<file path="src/csc_pkg.sv">
// Constants, field layouts and carrier types for the channel status and control block.
// Assumes a 50 MHz sys_clk and an APB register port with 32-bit data.
//
// Behaviour
// - Loss output 0 with signal, 1 when lost
// - Assert at or below 75, release above 150
// - Loss pin can show other functions, register selected
// - Loss pin low in reset, floating when powered down
// - Drive transmit alignment output in 10G serializer mode
// - Power-down input low holds channel B down
// - Clock outputs default to recovered byte clock
// - Option: clock outputs carry oscillator divided by two
// - Divided clock is rate/8 full, rate/4 sub-rate
// - Clock outputs float in reset, with both power-down pins low, or per channel by register power down
// - Pattern-test input enables all generators and checkers
// - Pattern check high when clean, low on error
package csc_pkg;

  localparam int CSC_AW = 8;
  localparam int CSC_DW = 32;

  // Register byte addresses
  localparam logic [CSC_AW-1:0] CSC_REG_CTRL = 8'h00;
  localparam logic [CSC_AW-1:0] CSC_REG_PSEL = 8'h04;
  localparam logic [CSC_AW-1:0] CSC_REG_STAT = 8'h08;
  localparam logic [CSC_AW-1:0] CSC_REG_ISTAT = 8'h0C;
  localparam logic [CSC_AW-1:0] CSC_REG_IMASK = 8'h10;

  typedef enum logic [1:0] {
    CSC_OBS_LOS = 2'b00,
    CSC_OBS_PARTNER = 2'b01,
    CSC_OBS_TXALIGN = 2'b10,
    CSC_OBS_PD = 2'b11
  } csc_obs_e;

  // Control register, bit 0 is los_en
  typedef struct packed {
    logic sub_rate;
    logic clk_vco_div;
    logic ref_sel_b;
    logic ref_sel_a;
    csc_obs_e obs_sel;
    logic dp_reset_b;
    logic pd_reg_a;
    logic pd_reg_b;
    logic gp10g_mode;
    logic los_en;
  } csc_ctrl_s;

  localparam int CSC_CTRL_W = 11;
  localparam logic [CSC_CTRL_W-1:0] CSC_CTRL_RST = 11'h001;

  // Output pin with its enable
  typedef struct packed {
    logic val;
    logic oe;
  } csc_pin_s;

  // Checker index: 0 A hs, 1-4 A ls lanes, 5 B hs, 6-9 B ls lanes
  localparam int CSC_NCHK = 10;
  localparam int CSC_SEL_W = 4;
  localparam logic [CSC_SEL_W-1:0] CSC_PSEL_RST = 4'h5;
  localparam int CSC_NGEN = 4;

  localparam logic [7:0] CSC_LOS_ASSERT_MVPP = 8'h4B;
  localparam logic [7:0] CSC_LOS_DEASSERT_MVPP = 8'h96;

  // Interrupt bit positions
  localparam int CSC_INT_W = 4;
  localparam int CSC_INT_LOS = 0;
  localparam int CSC_INT_PARTNER = 1;
  localparam int CSC_INT_PATERR = 2;
  localparam int CSC_INT_PDREL = 3;
  localparam logic [CSC_INT_W-1:0] CSC_IMASK_RST = 4'h0;

  // Status register bit positions
  localparam int CSC_ST_LOS = 0;
  localparam int CSC_ST_PARTNER = 1;
  localparam int CSC_ST_PDB = 2;
  localparam int CSC_ST_PDA = 3;
  localparam int CSC_ST_PATEN = 4;
  localparam int CSC_ST_PATOK = 5;
  localparam int CSC_ST_W = 6;

endpackage

</file>
<file path="src/csc_channel_status.sv">
// Channel status and control pin logic with an APB register port.
// Assumes pins arrive asynchronous; analog level, checker and clock
// sources come from logic on sys_clk.
//
// Added by the designer: the register offsets and register access over APB.
`timescale 1ns/10ps
module csc_channel_status
  import csc_pkg::*;
(
  input wire logic sys_clk,
  input wire logic rst_n,
  input wire logic [CSC_AW-1:0] paddr,
  input wire logic psel,
  input wire logic penable,
  input wire logic pwrite,
  input wire logic [CSC_DW-1:0] pwdata,
  output logic [CSC_DW-1:0] prdata,
  output logic pready,
  output logic pslverr,
  input wire logic [7:0] rx_swing_mvpp,
  output csc_pin_s rx_signal_lost_chb,
  input wire logic partner_rx_lanes_aligned_chb,
  input wire logic tx_lanes_aligned_chb,
  output logic local_tx_lanes_aligned_chb,
  input wire logic channel_a_powerdown_n,
  input wire logic channel_b_powerdown_n,
  output logic cha_powered_down,
  output logic chb_powered_down,
  output logic chb_datapath_reset,
  input wire logic ref_clock_in_zero,
  input wire logic ref_clock_in_one,
  output logic cha_ref_clk,
  output logic chb_ref_clk,
  input wire logic [1:0] rec_byte_clk,
  input wire logic [1:0] vco_tick,
  output logic vco_sub_rate,
  output csc_pin_s channel_a_clock_out,
  output csc_pin_s channel_b_clock_out,
  input wire logic pattern_test_enable,
  output logic [CSC_NGEN-1:0] pattern_gen_en,
  output logic [CSC_NGEN-1:0] pattern_chk_en,
  input wire logic [CSC_NCHK-1:0] pattern_err,
  output csc_pin_s pattern_check_ok,
  output logic irq
);

  ////////////////////////////////////////////////////////////////////////////
  // Pin synchronisers

  logic [3:0] pin_sync;
  logic pd_a_pin;
  logic pd_b_pin;
  logic pat_en;
  logic partner_ok;

  csc_sync2 #(.W(4)) u_sync (
    .sys_clk(sys_clk),
    .rst_n(rst_n),
    .async_in({partner_rx_lanes_aligned_chb, pattern_test_enable,
               ~channel_b_powerdown_n, ~channel_a_powerdown_n}),
    .sync_out(pin_sync)
  );

  assign pd_a_pin = pin_sync[0];
  assign pd_b_pin = pin_sync[1];
  assign pat_en = pin_sync[2];
  assign partner_ok = pin_sync[3];

  ////////////////////////////////////////////////////////////////////////////
  // Registers

  csc_ctrl_s ctrl;
  csc_ctrl_s next_ctrl;
  logic [CSC_SEL_W-1:0] chk_sel;
  logic [CSC_SEL_W-1:0] next_chk_sel;
  logic [CSC_INT_W-1:0] istat;
  logic [CSC_INT_W-1:0] next_istat;
  logic [CSC_INT_W-1:0] imask;
  logic [CSC_INT_W-1:0] next_imask;
  logic [CSC_DW-1:0] next_prdata;
  logic [CSC_INT_W-1:0] events;
  logic [CSC_ST_W-1:0] status;
  logic wr_en;
  logic setup;
  logic addr_ok;

  assign setup = psel & ~penable;
  assign wr_en = psel & penable & pwrite & addr_ok;
  assign pready = 1'b1; // Every access finishes in its first access cycle

  always_comb
  begin
    case (paddr)
      CSC_REG_CTRL, CSC_REG_PSEL, CSC_REG_STAT, CSC_REG_ISTAT, CSC_REG_IMASK:
        addr_ok = 1'b1;
      default:
        addr_ok = 1'b0;
    endcase
  end

  assign pslverr = psel & penable & ~addr_ok;

  always_comb
  begin
    next_ctrl = ctrl;
    next_ctrl.dp_reset_b = 1'b0; // Self-clearing strobe
    next_chk_sel = chk_sel;
    next_imask = imask;
    next_istat = istat;
    next_prdata = prdata;
    if (wr_en)
    begin
      case (paddr)
        CSC_REG_CTRL:
          next_ctrl = csc_ctrl_s'(pwdata[CSC_CTRL_W-1:0]);
        CSC_REG_PSEL:
          next_chk_sel = pwdata[CSC_SEL_W-1:0];
        CSC_REG_IMASK:
          next_imask = pwdata[CSC_INT_W-1:0];
        CSC_REG_ISTAT:
          next_istat = istat & ~pwdata[CSC_INT_W-1:0];
        default:
          next_istat = istat;
      endcase
    end
    // Set after clear so a coinciding event is kept
    next_istat = next_istat | events;
    if (setup)
    begin
      case (paddr)
        CSC_REG_CTRL:
          next_prdata = {{(CSC_DW-CSC_CTRL_W){1'b0}}, ctrl};
        CSC_REG_PSEL:
          next_prdata = {{(CSC_DW-CSC_SEL_W){1'b0}}, chk_sel};
        CSC_REG_STAT:
          next_prdata = {{(CSC_DW-CSC_ST_W){1'b0}}, status};
        CSC_REG_ISTAT:
          next_prdata = {{(CSC_DW-CSC_INT_W){1'b0}}, istat};
        CSC_REG_IMASK:
          next_prdata = {{(CSC_DW-CSC_INT_W){1'b0}}, imask};
        default:
          next_prdata = '0;
      endcase
    end
  end

  always_ff @(posedge sys_clk or negedge rst_n)
  begin
    if (!rst_n)
    begin
      ctrl <= csc_ctrl_s'(CSC_CTRL_RST);
      chk_sel <= CSC_PSEL_RST;
      istat <= '0;
      imask <= CSC_IMASK_RST;
      prdata <= '0;
    end
    else
    begin
      ctrl <= next_ctrl;
      chk_sel <= next_chk_sel;
      istat <= next_istat;
      imask <= next_imask;
      prdata <= next_prdata;
    end
  end

  assign irq = |(istat & imask);

  ////////////////////////////////////////////////////////////////////////////
  // Power down, data path reset, reference clocks

  logic pd_a;
  logic pd_b;

  assign pd_a = pd_a_pin | ctrl.pd_reg_a;
  assign pd_b = pd_b_pin | ctrl.pd_reg_b;
  assign cha_powered_down = pd_a;
  assign chb_powered_down = pd_b;
  // Software strobe; controller is expected to issue it after power-up
  assign chb_datapath_reset = ctrl.dp_reset_b;

  // Glitch-free switching is the clock tree's job; this only steers
  assign cha_ref_clk = ctrl.ref_sel_a ? ref_clock_in_one : ref_clock_in_zero;
  assign chb_ref_clk = ctrl.ref_sel_b ? ref_clock_in_one : ref_clock_in_zero;

  ////////////////////////////////////////////////////////////////////////////
  // Loss detect with hysteresis and observation pin

  logic los_q;
  logic next_los;
  logic los_d;
  logic partner_d;
  logic pd_b_d;
  csc_pin_s next_los_pin;

  always_comb
  begin
    next_los = los_q;
    if (!ctrl.los_en)
      next_los = 1'b0;
    else if (rx_swing_mvpp <= CSC_LOS_ASSERT_MVPP)
      next_los = 1'b1;
    else if (rx_swing_mvpp > CSC_LOS_DEASSERT_MVPP)
      next_los = 1'b0;
    next_los_pin.oe = ~pd_b;
    case (ctrl.obs_sel)
      CSC_OBS_LOS:
        next_los_pin.val = los_q;
      CSC_OBS_PARTNER:
        next_los_pin.val = partner_ok;
      CSC_OBS_TXALIGN:
        next_los_pin.val = local_tx_lanes_aligned_chb;
      CSC_OBS_PD:
        next_los_pin.val = pd_b;
      default:
        next_los_pin.val = los_q;
    endcase
  end

  always_ff @(posedge sys_clk or negedge rst_n)
  begin
    if (!rst_n)
    begin
      los_q <= 1'b0;
      los_d <= 1'b0;
      partner_d <= 1'b0;
      pd_b_d <= 1'b0;
      rx_signal_lost_chb <= 2'b01;
    end
    else
    begin
      los_q <= next_los;
      los_d <= los_q;
      partner_d <= partner_ok;
      pd_b_d <= pd_b_pin;
      rx_signal_lost_chb <= next_los_pin;
    end
  end

  ////////////////////////////////////////////////////////////////////////////
  // Lane alignment out

  logic next_txal;

  always_comb
  begin
    next_txal = ctrl.gp10g_mode & tx_lanes_aligned_chb & ~pd_b;
  end

  always_ff @(posedge sys_clk or negedge rst_n)
  begin
    if (!rst_n)
      local_tx_lanes_aligned_chb <= 1'b0;
    else
      local_tx_lanes_aligned_chb <= next_txal;
  end

  ////////////////////////////////////////////////////////////////////////////
  // Clock outputs

  logic both_pin_pd;
  logic [1:0] clk_en;
  csc_pin_s [1:0] clk_pins;

  assign both_pin_pd = pd_a_pin & pd_b_pin;
  assign clk_en[0] = ~both_pin_pd & ~ctrl.pd_reg_a;
  assign clk_en[1] = ~both_pin_pd & ~ctrl.pd_reg_b;
  // Oscillator runs 2x faster at sub-rates, giving rate/4 instead of rate/8
  assign vco_sub_rate = ctrl.sub_rate;

  genvar c;
  generate
    for (c = 0; c < 2; c++)
    begin : g_clk
      csc_clkout u_clkout (
        .sys_clk(sys_clk),
        .rst_n(rst_n),
        .rec_byte_clk(rec_byte_clk[c]),
        .vco_tick(vco_tick[c]),
        .vco_div(ctrl.clk_vco_div),
        .out_en(clk_en[c]),
        .clk_out(clk_pins[c])
      );
    end
  endgenerate

  assign channel_a_clock_out = clk_pins[0];
  assign channel_b_clock_out = clk_pins[1];

  ////////////////////////////////////////////////////////////////////////////
  // Pattern test

  csc_pin_s next_pat_pin;

  assign pattern_gen_en = {CSC_NGEN{pat_en}};
  assign pattern_chk_en = {CSC_NGEN{pat_en}};

  always_comb
  begin
    next_pat_pin.oe = ~both_pin_pd & ~(ctrl.pd_reg_a & ctrl.pd_reg_b);
    next_pat_pin.val = 1'b1;
    if (pat_en && chk_sel < CSC_SEL_W'(CSC_NCHK))
      next_pat_pin.val = ~pattern_err[chk_sel];
  end

  always_ff @(posedge sys_clk or negedge rst_n)
  begin
    if (!rst_n)
      pattern_check_ok <= 2'b11;
    else
      pattern_check_ok <= next_pat_pin;
  end

  ////////////////////////////////////////////////////////////////////////////
  // Events and status

  always_comb
  begin
    events = '0;
    events[CSC_INT_LOS] = los_q & ~los_d;
    events[CSC_INT_PARTNER] = ~partner_ok & partner_d;
    events[CSC_INT_PATERR] = pat_en & (|pattern_err);
    events[CSC_INT_PDREL] = ~pd_b_pin & pd_b_d;
    status = '0;
    status[CSC_ST_LOS] = los_q;
    status[CSC_ST_PARTNER] = partner_ok;
    status[CSC_ST_PDB] = pd_b;
    status[CSC_ST_PDA] = pd_a;
    status[CSC_ST_PATEN] = pat_en;
    status[CSC_ST_PATOK] = pattern_check_ok.val;
  end

endmodule

</file>
<file path="src/csc_sync2.sv">
// Two-flop synchroniser, one chain per bit.
// Assumes inputs are asynchronous levels; the first stage feeds only the second.
`timescale 1ns/10ps
module csc_sync2
  import csc_pkg::*;
#(
  parameter int W = 1
)
(
  input wire logic sys_clk,
  input wire logic rst_n,
  input wire logic [W-1:0] async_in,
  output logic [W-1:0] sync_out
);

  logic [W-1:0] meta;

  genvar i;
  generate
    for (i = 0; i < W; i++)
    begin : g_bit
      always_ff @(posedge sys_clk or negedge rst_n)
      begin
        if (!rst_n)
        begin
          meta[i] <= 1'b0;
          sync_out[i] <= 1'b0;
        end
        else
        begin
          meta[i] <= async_in[i];
          sync_out[i] <= meta[i];
        end
      end
    end
  endgenerate

endmodule

</file>
<file path="src/csc_clkout.sv">
// One channel clock output: recovered byte clock or oscillator divided by two.
// Assumes rec_byte_clk and vco_tick are produced in the sys_clk domain.
`timescale 1ns/10ps
module csc_clkout
  import csc_pkg::*;
(
  input wire logic sys_clk,
  input wire logic rst_n,
  input wire logic rec_byte_clk,
  input wire logic vco_tick,
  input wire logic vco_div,
  input wire logic out_en,
  output csc_pin_s clk_out
);

  logic div_q;
  logic next_div;
  csc_pin_s next_out;

  always_comb
  begin
    next_div = vco_tick ? ~div_q : div_q;
    next_out.val = vco_div ? div_q : rec_byte_clk;
    next_out.oe = out_en;
  end

  always_ff @(posedge sys_clk or negedge rst_n)
  begin
    if (!rst_n)
    begin
      div_q <= 1'b0;
      clk_out <= '0;
    end
    else
    begin
      div_q <= next_div;
      clk_out <= next_out;
    end
  end

endmodule

</file>
<file path="config.mk">
export PLATFORM = sky130hd
export DESIGN_NAME = csc_channel_status
export DESIGN_NICKNAME = d
export VERILOG_FILES = /design/src/csc_pkg.sv /design/src/csc_channel_status.sv /design/src/csc_sync2.sv /design/src/csc_clkout.sv
export SDC_FILE = /design/constraint.sdc
export NUM_CORES = 1
export LEC_CHECK = 0
export BUFFER_PORTS_ARGS = -buffer_cell sky130_fd_sc_hd__buf_2
export CAP_MARGIN = 15
export CORE_ASPECT_RATIO = 2
export CORE_MARGIN = 2
export CORE_UTILIZATION = 25
export CTS_CLUSTER_DIAMETER = 30
export DETAILED_ROUTE_END_ITERATION = 16
export GPL_ROUTABILITY_DRIVEN = 0
export PLACE_DENSITY_LB_ADDON = 0.12
export SETUP_SLACK_MARGIN = 0.3
export SLEW_MARGIN = 0
export SYNTH_ARGS = -nofsm -noshare
export SYNTH_HDL_FRONTEND = slang
export SYNTH_SLANG_ARGS = --single-unit
</file>
<file path="constraint.sdc">
create_clock -name sys_clk -period 3.05 [get_ports sys_clk]
set_input_delay 0.1525 -clock sys_clk [delete_from_list [all_inputs] [get_ports sys_clk]]
set_output_delay 0.1525 -clock sys_clk [all_outputs]
set_load 0.01 [all_outputs]
</file>
Word level (Yosys, flattened, before mapping)
Cells that the tools add are included.
W data, S select, Z words.
{"block": "word_totals", "reg_bits": 78, "latchBits": 0, "ramBits": 0, "romBits": 0, "in_bits": 74, "elab_cells": 112, "memories": 0}
{"block": "classes", "n_addsub": 0, "multipliers": 0, "n_div": 0, "n_lt_le_gt_ge": 4, "eq_ne": 8, "shifts": 0, "muxes": 17, "bitwise": 37, "reduce_logical": 9}
{"op": "$pmux W11 S5", "count": 1}
{"op": "$and A1 B1 Y1", "count": 16}
{"op": "$eq A8 B4 Y1 const B", "count": 2}
{"op": "$not A1 Y1", "count": 15}
{"op": "$mux W1", "count": 10}
{"op": "$mux W5", "count": 2}
{"op": "$reduce_or A10 Y1", "count": 1}
{"op": "$and A4 B4 Y4", "count": 2}
{"op": "$eq A8 B3 Y1 const B", "count": 1}
{"op": "$eq A8 B5 Y1 const B", "count": 1}
{"op": "$gt A8 B8 Y1 const B", "count": 1}
{"op": "$le A8 B7 Y1 const B", "count": 1}
{"op": "$logic_not A8 Y1", "count": 1}
{"op": "$mux W4", "count": 2}
{"op": "$reduce_and A2 Y1", "count": 3}
{"op": "$lt A4 B5 Y1 const B", "count": 1}
{"op": "$reduce_or A5 Y1", "count": 1}
{"op": "$bmux W1 S4", "count": 1}
{"op": "$eq A2 B2 Y1 const B", "count": 2}
{"op": "$lt A4 B4 Y1 const B", "count": 1}
{"op": "$not A4 Y4", "count": 1}
{"op": "$or A4 B4 Y4", "count": 1}
{"op": "$pmux W1 S4", "count": 1}
{"op": "$reduce_or A4 Y1", "count": 1}
{"op": "5 further kinds", "count": 6}

Logic depth before layout (Yosys ltp)
{"block": "depth", "depth_word": 6, "mapped_depth": 5, "depth_no_buf": 4}

Modules after synthesis
Synthesis repeated with hierarchy kept, for this count alone.
{"block": "hier_totals", "hier_cells": 212, "hier_area_um2": 2706.3}
{"module": "csc_channel_status", "n_inst": 1, "cells_per_inst": 194, "area_each_um2": 2308.5, "seq_area_each_um2": 1083.5}
{"module": "csc_sync2", "n_inst": 1, "cells_per_inst": 8, "area_each_um2": 200.2, "seq_area_each_um2": 200.2}
{"module": "csc_clkout", "n_inst": 2, "cells_per_inst": 5, "area_each_um2": 98.8, "seq_area_each_um2": 75.1}

Worst setup path after synthesis
No wires, ideal clock.
{"block": "synth_path", "kind": "input to register", "startpoint": "in paddr[7]", "endpoint": "reg imask[0]", "t_arrival_ps": 1481, "required_ps": 2925, "setup_slack_ps": 1445, "path_stages": 4, "cell_sequence": "or4_4 or2_1 nor2_2 mux2_2"}
{"block": "synth_via", "elab_chain_len": 5, "word_cells_on_any_way": 9}
{"item": "from (decl)", "line": "csc_channel_status.sv:12", "source": "input wire logic [CSC_AW-1:0] paddr,"}
{"item": "$eq A8 B5 Y1, or another cell as far along", "line": "csc_channel_status.sv:93, csc_channel_status.sv:113"}
{"item": "$reduce_or A5 Y1", "line": "csc_channel_status.sv:93", "source": "case (paddr)"}
{"item": "$mux W1", "line": "csc_channel_status.sv:93"}
{"item": "$and A1 B1 Y1", "line": "csc_channel_status.sv:88", "source": "assign wr_en = psel & penable & pwrite & addr_ok;"}
{"item": "$reduce_and A2 Y1 (no line) *"}
{"item": "to (signal assigned)", "line": "csc_channel_status.sv:162", "source": "imask <= next_imask;"}
{"item": "to (decl)", "line": "csc_channel_status.sv:78", "source": "logic [CSC_INT_W-1:0] imask;"}
Mark *: on every way between the ends. The rest lies on a longest branch, timed or not.
A chain may end at the register's enable or synchronous reset.

==> metrics.txt <==
status completed; maximum vdd drop between 0.0002 and 0.0003 V; Max Cap Viol 0; first-pass GRT wire length about 11000 microns; crit path max fanout 5; # clock sinks between 50 and 60; Crit-path slowest cell dfstp_2; grt total ovfl 0; vias in the first global route roughly 2.1k; initial antenna violation count 0; post-cts resize count 0; fin cells approximately 460; Slew Viols, Final 0; H-Tree Depth 3; WP buf/inv 0; share of layout cells above drive strength 1 0.4526; Final Setup Violations 0; Cell Pwr Density about 540 nW/um^2; initial core utilization 0.2560; Post-CTS Repair Setup Buffers 0; final core area utilization 0.3321; main area contributors after synthesis dfrtp_1 (47%), mux2_2 (10%), buf_4 (8.3%); CP cell instances mux4_2 > mux2_2 > o211ai_1; CTS tree built; leakage power total approximately 1.7 nW; Final ANT Viol Nets 0; area delta synth->final 29.76%; post-synth top area share 0.4729; library cells used by synthesis 40; post-synthesis sequential area ratio 0.5313; worst-margin pin slew approximately 0.66 ns; CP Capture Type flip-flop; r2r setup slk between 1 and 1.5 ns; Die X just under 80 microns; largest area contributor in the netlist dfrtp_1; fill count about 1.1k; gr usage total 0.1324; RSZ-0062 raised after global routing no; setup TNS 0 ns; Avg WL per Cell ~15 microns; die height between 150 and 200 microns; die area 11690 sq um; Max Clk Rate just over 600 MHz; post-placement cell area 3149 sq um; io pins between 100 and 150; Core ar. roughly 11000 sq um; mapped cell area between 2000 and 3000 sq um; Skew-Pair Late Insertion Delay 0.33 ns; Post-Syn Area per Cell between 10 and 15 sq um; Synth warnings 0; startpoint types flip-flop; crit path setup slack, layout between 1 and 1.5 ns; worst slack at placement around 1.1 ns; Setup CP Type flip-flop to flip-flop; First DRT Iteration DRCs 80; Design Area, Final around 3500 sq um; vias post-DR 2009; DP Wirelength between 5000 and 6000 microns; Final Critical Period approximately 1.6 ns; Worst Path Arrival around 1.9 ns; num rows 53; pin count of the biggest net entering global routing 31; max incr delay on CP a little under 0.6 ns; Synth Instances approximately 230; clk slew on worst S/H paths ~0.05 ns; Crit path max-delay family multiplexers; CTS buffer count 9; DRC Markers 0; total power approximately 1.9 mW; clk_skew ~0.0048 ns; Root Driver clkbuf_16; Bufs on Longest Clock Path 2; Final Hold Vio Count 0; final hold slack 0.04547 ns; Vias/cell roughly 4.3; Post-Route WL around 7200 microns; Hold Crit Class primary input to flip-flop; post-route clock period utilization 0.5354; # port buffers between 80 and 90; flops & latches, synth 57; headroom to the max-slew limit 0.5530; Cells after DPL 440; Antenna Cells 0; # nets final 396; 1st-pass router iterations 5; Worst Path Required around 3.3 ns
sequential cells by signal, indices dropped and copies added, names as in the netlist:
name,cells
u_sync.sync_out,4
chb_datapath_reset,1
prdata,11
istat,4
rx_signal_lost_chb,2
local_tx_lanes_aligned_chb,1
g_clk.u_clkout.clk_out,4
ctrl,9
los_d,1
pattern_check_ok,2
partner_d,1
los_q,1
vco_sub_rate,1
pd_b_d,1
imask,4
g_clk.u_clkout.div_q,2
u_sync.meta,4
chk_sel,4
worst paths after layout:
| path | cells after the start | from | end |
|---|---|---|---|
| min | 2 | pwdata[9] | ctrl[9] |
| min in group asynchronous | 2 | rst_n | u_sync.meta[3] |
| max | 3 | chk_sel[2] | pattern_check_ok[1] |
| max in group asynchronous | 3 | rst_n | pattern_check_ok[0] |
| max reg2reg | 3 | chk_sel[2] | pattern_check_ok[1] |
| min reg2reg | 0 | u_sync.meta[1] | u_sync.sync_out[1] |
kinds of logic (layout without fill, tap and decap cells):
group / count (synthesis) / count (layout) / share of synthesized area
simple gates: 60 / 60 / 0.1215
flops: 57 / 57 / 0.5313
xor+xnor: 2 / 2 / 0.006492
buf+inv: 41 / 119 / 0.09875
other cells: 2 / 22 / 0.002783
mux: 33 / 33 / 0.1567
compound gates: 34 / 34 / 0.08252
repair_timing:
action                     CTS  global route
setup endpoints to repair    0             0
hold endpoints to repair    29             0
hold buffers                 8             0
metal layers:
metal	part of all wire	routed length, microns	track usage	vias to the layer above
met4	0.024	169	0.06518	0
li1	-	-	-	948
met3	0.051	363	0.03576	10
met1	0.36	2542	0.1360	969
met2	0.57	4084	0.2443	82
met5	0	0	0	-
cell type report:
| cell class | instances | area (sq um) | area share |
|---|---|---|---|
| Clock buffer | 9 | 225.2 | 0.06431 |
| Clock inverter | 7 | 47.55 | 0.01358 |
| Inverter | 6 | 22.52 | 0.006431 |
| Multi-Input combinational cell | 151 | 1074 | 0.3065 |
| Sequential cell | 57 | 1434 | 0.4094 |
| Tap cell | 137 | 171.4 | 0.04895 |
| Timing Repair Buffer | 97 | 528.0 | 0.1508 |
synth_stat cells, drive strengths merged:
master	count
o41ai	2
or4	1
buf	31
or2	4
mux2i	4
a22oi	2
a22o	4
nand2	24
conb	2
nor2b	4
nor4	5
a211oi	3
dfstp	6
dfrtp	51
a21oi	4
o31ai	1
a211o	1
and4	1
o211ai	1
nor2	6
clkbuf	4
nand2b	2
nand4b	1
nand3	6
inv	6
o21ai	11
xor2	2
mux2	24
nor3	1
a221oi	1
a31oi	4
nand3b	1
mux4	5
or3	1
and3	3
power breakdown:
group | total (mW) | switching (mW) | internal (mW)
registers | 0.815 | 0.0243 | 0.791
clock network | 0.915 | 0.369 | 0.546
logic | 0.170 | 0.0955 | 0.0749
layout by cell type, fill, tap and decap left out, types with 3 or more instances in the layout:
cell type | netlist | final
o21ai_0 | 11 | 11
conb_1 | 2 | 22
mux2_2 | 24 | 24
clkbuf_16 | 0 | 9
nand2_1 | 24 | 24
dlygate4sd3_1 | 0 | 8
nor2_1 | 5 | 5
a211oi_1 | 3 | 3
inv_1 | 6 | 6
a21oi_1 | 4 | 4
dfrtp_1 | 51 | 51
nand3_1 | 5 | 5
and3_1 | 3 | 3
or2_2 | 3 | 3
mux2i_1 | 4 | 4
nor2b_1 | 4 | 4
buf_2 | 0 | 88
nor4_1 | 4 | 4
a31oi_1 | 4 | 4
mux4_2 | 5 | 5
dfstp_2 | 6 | 6
clkinv_2 | 0 | 3
a22o_1 | 4 | 4
(Power assumes the default switching activity.)
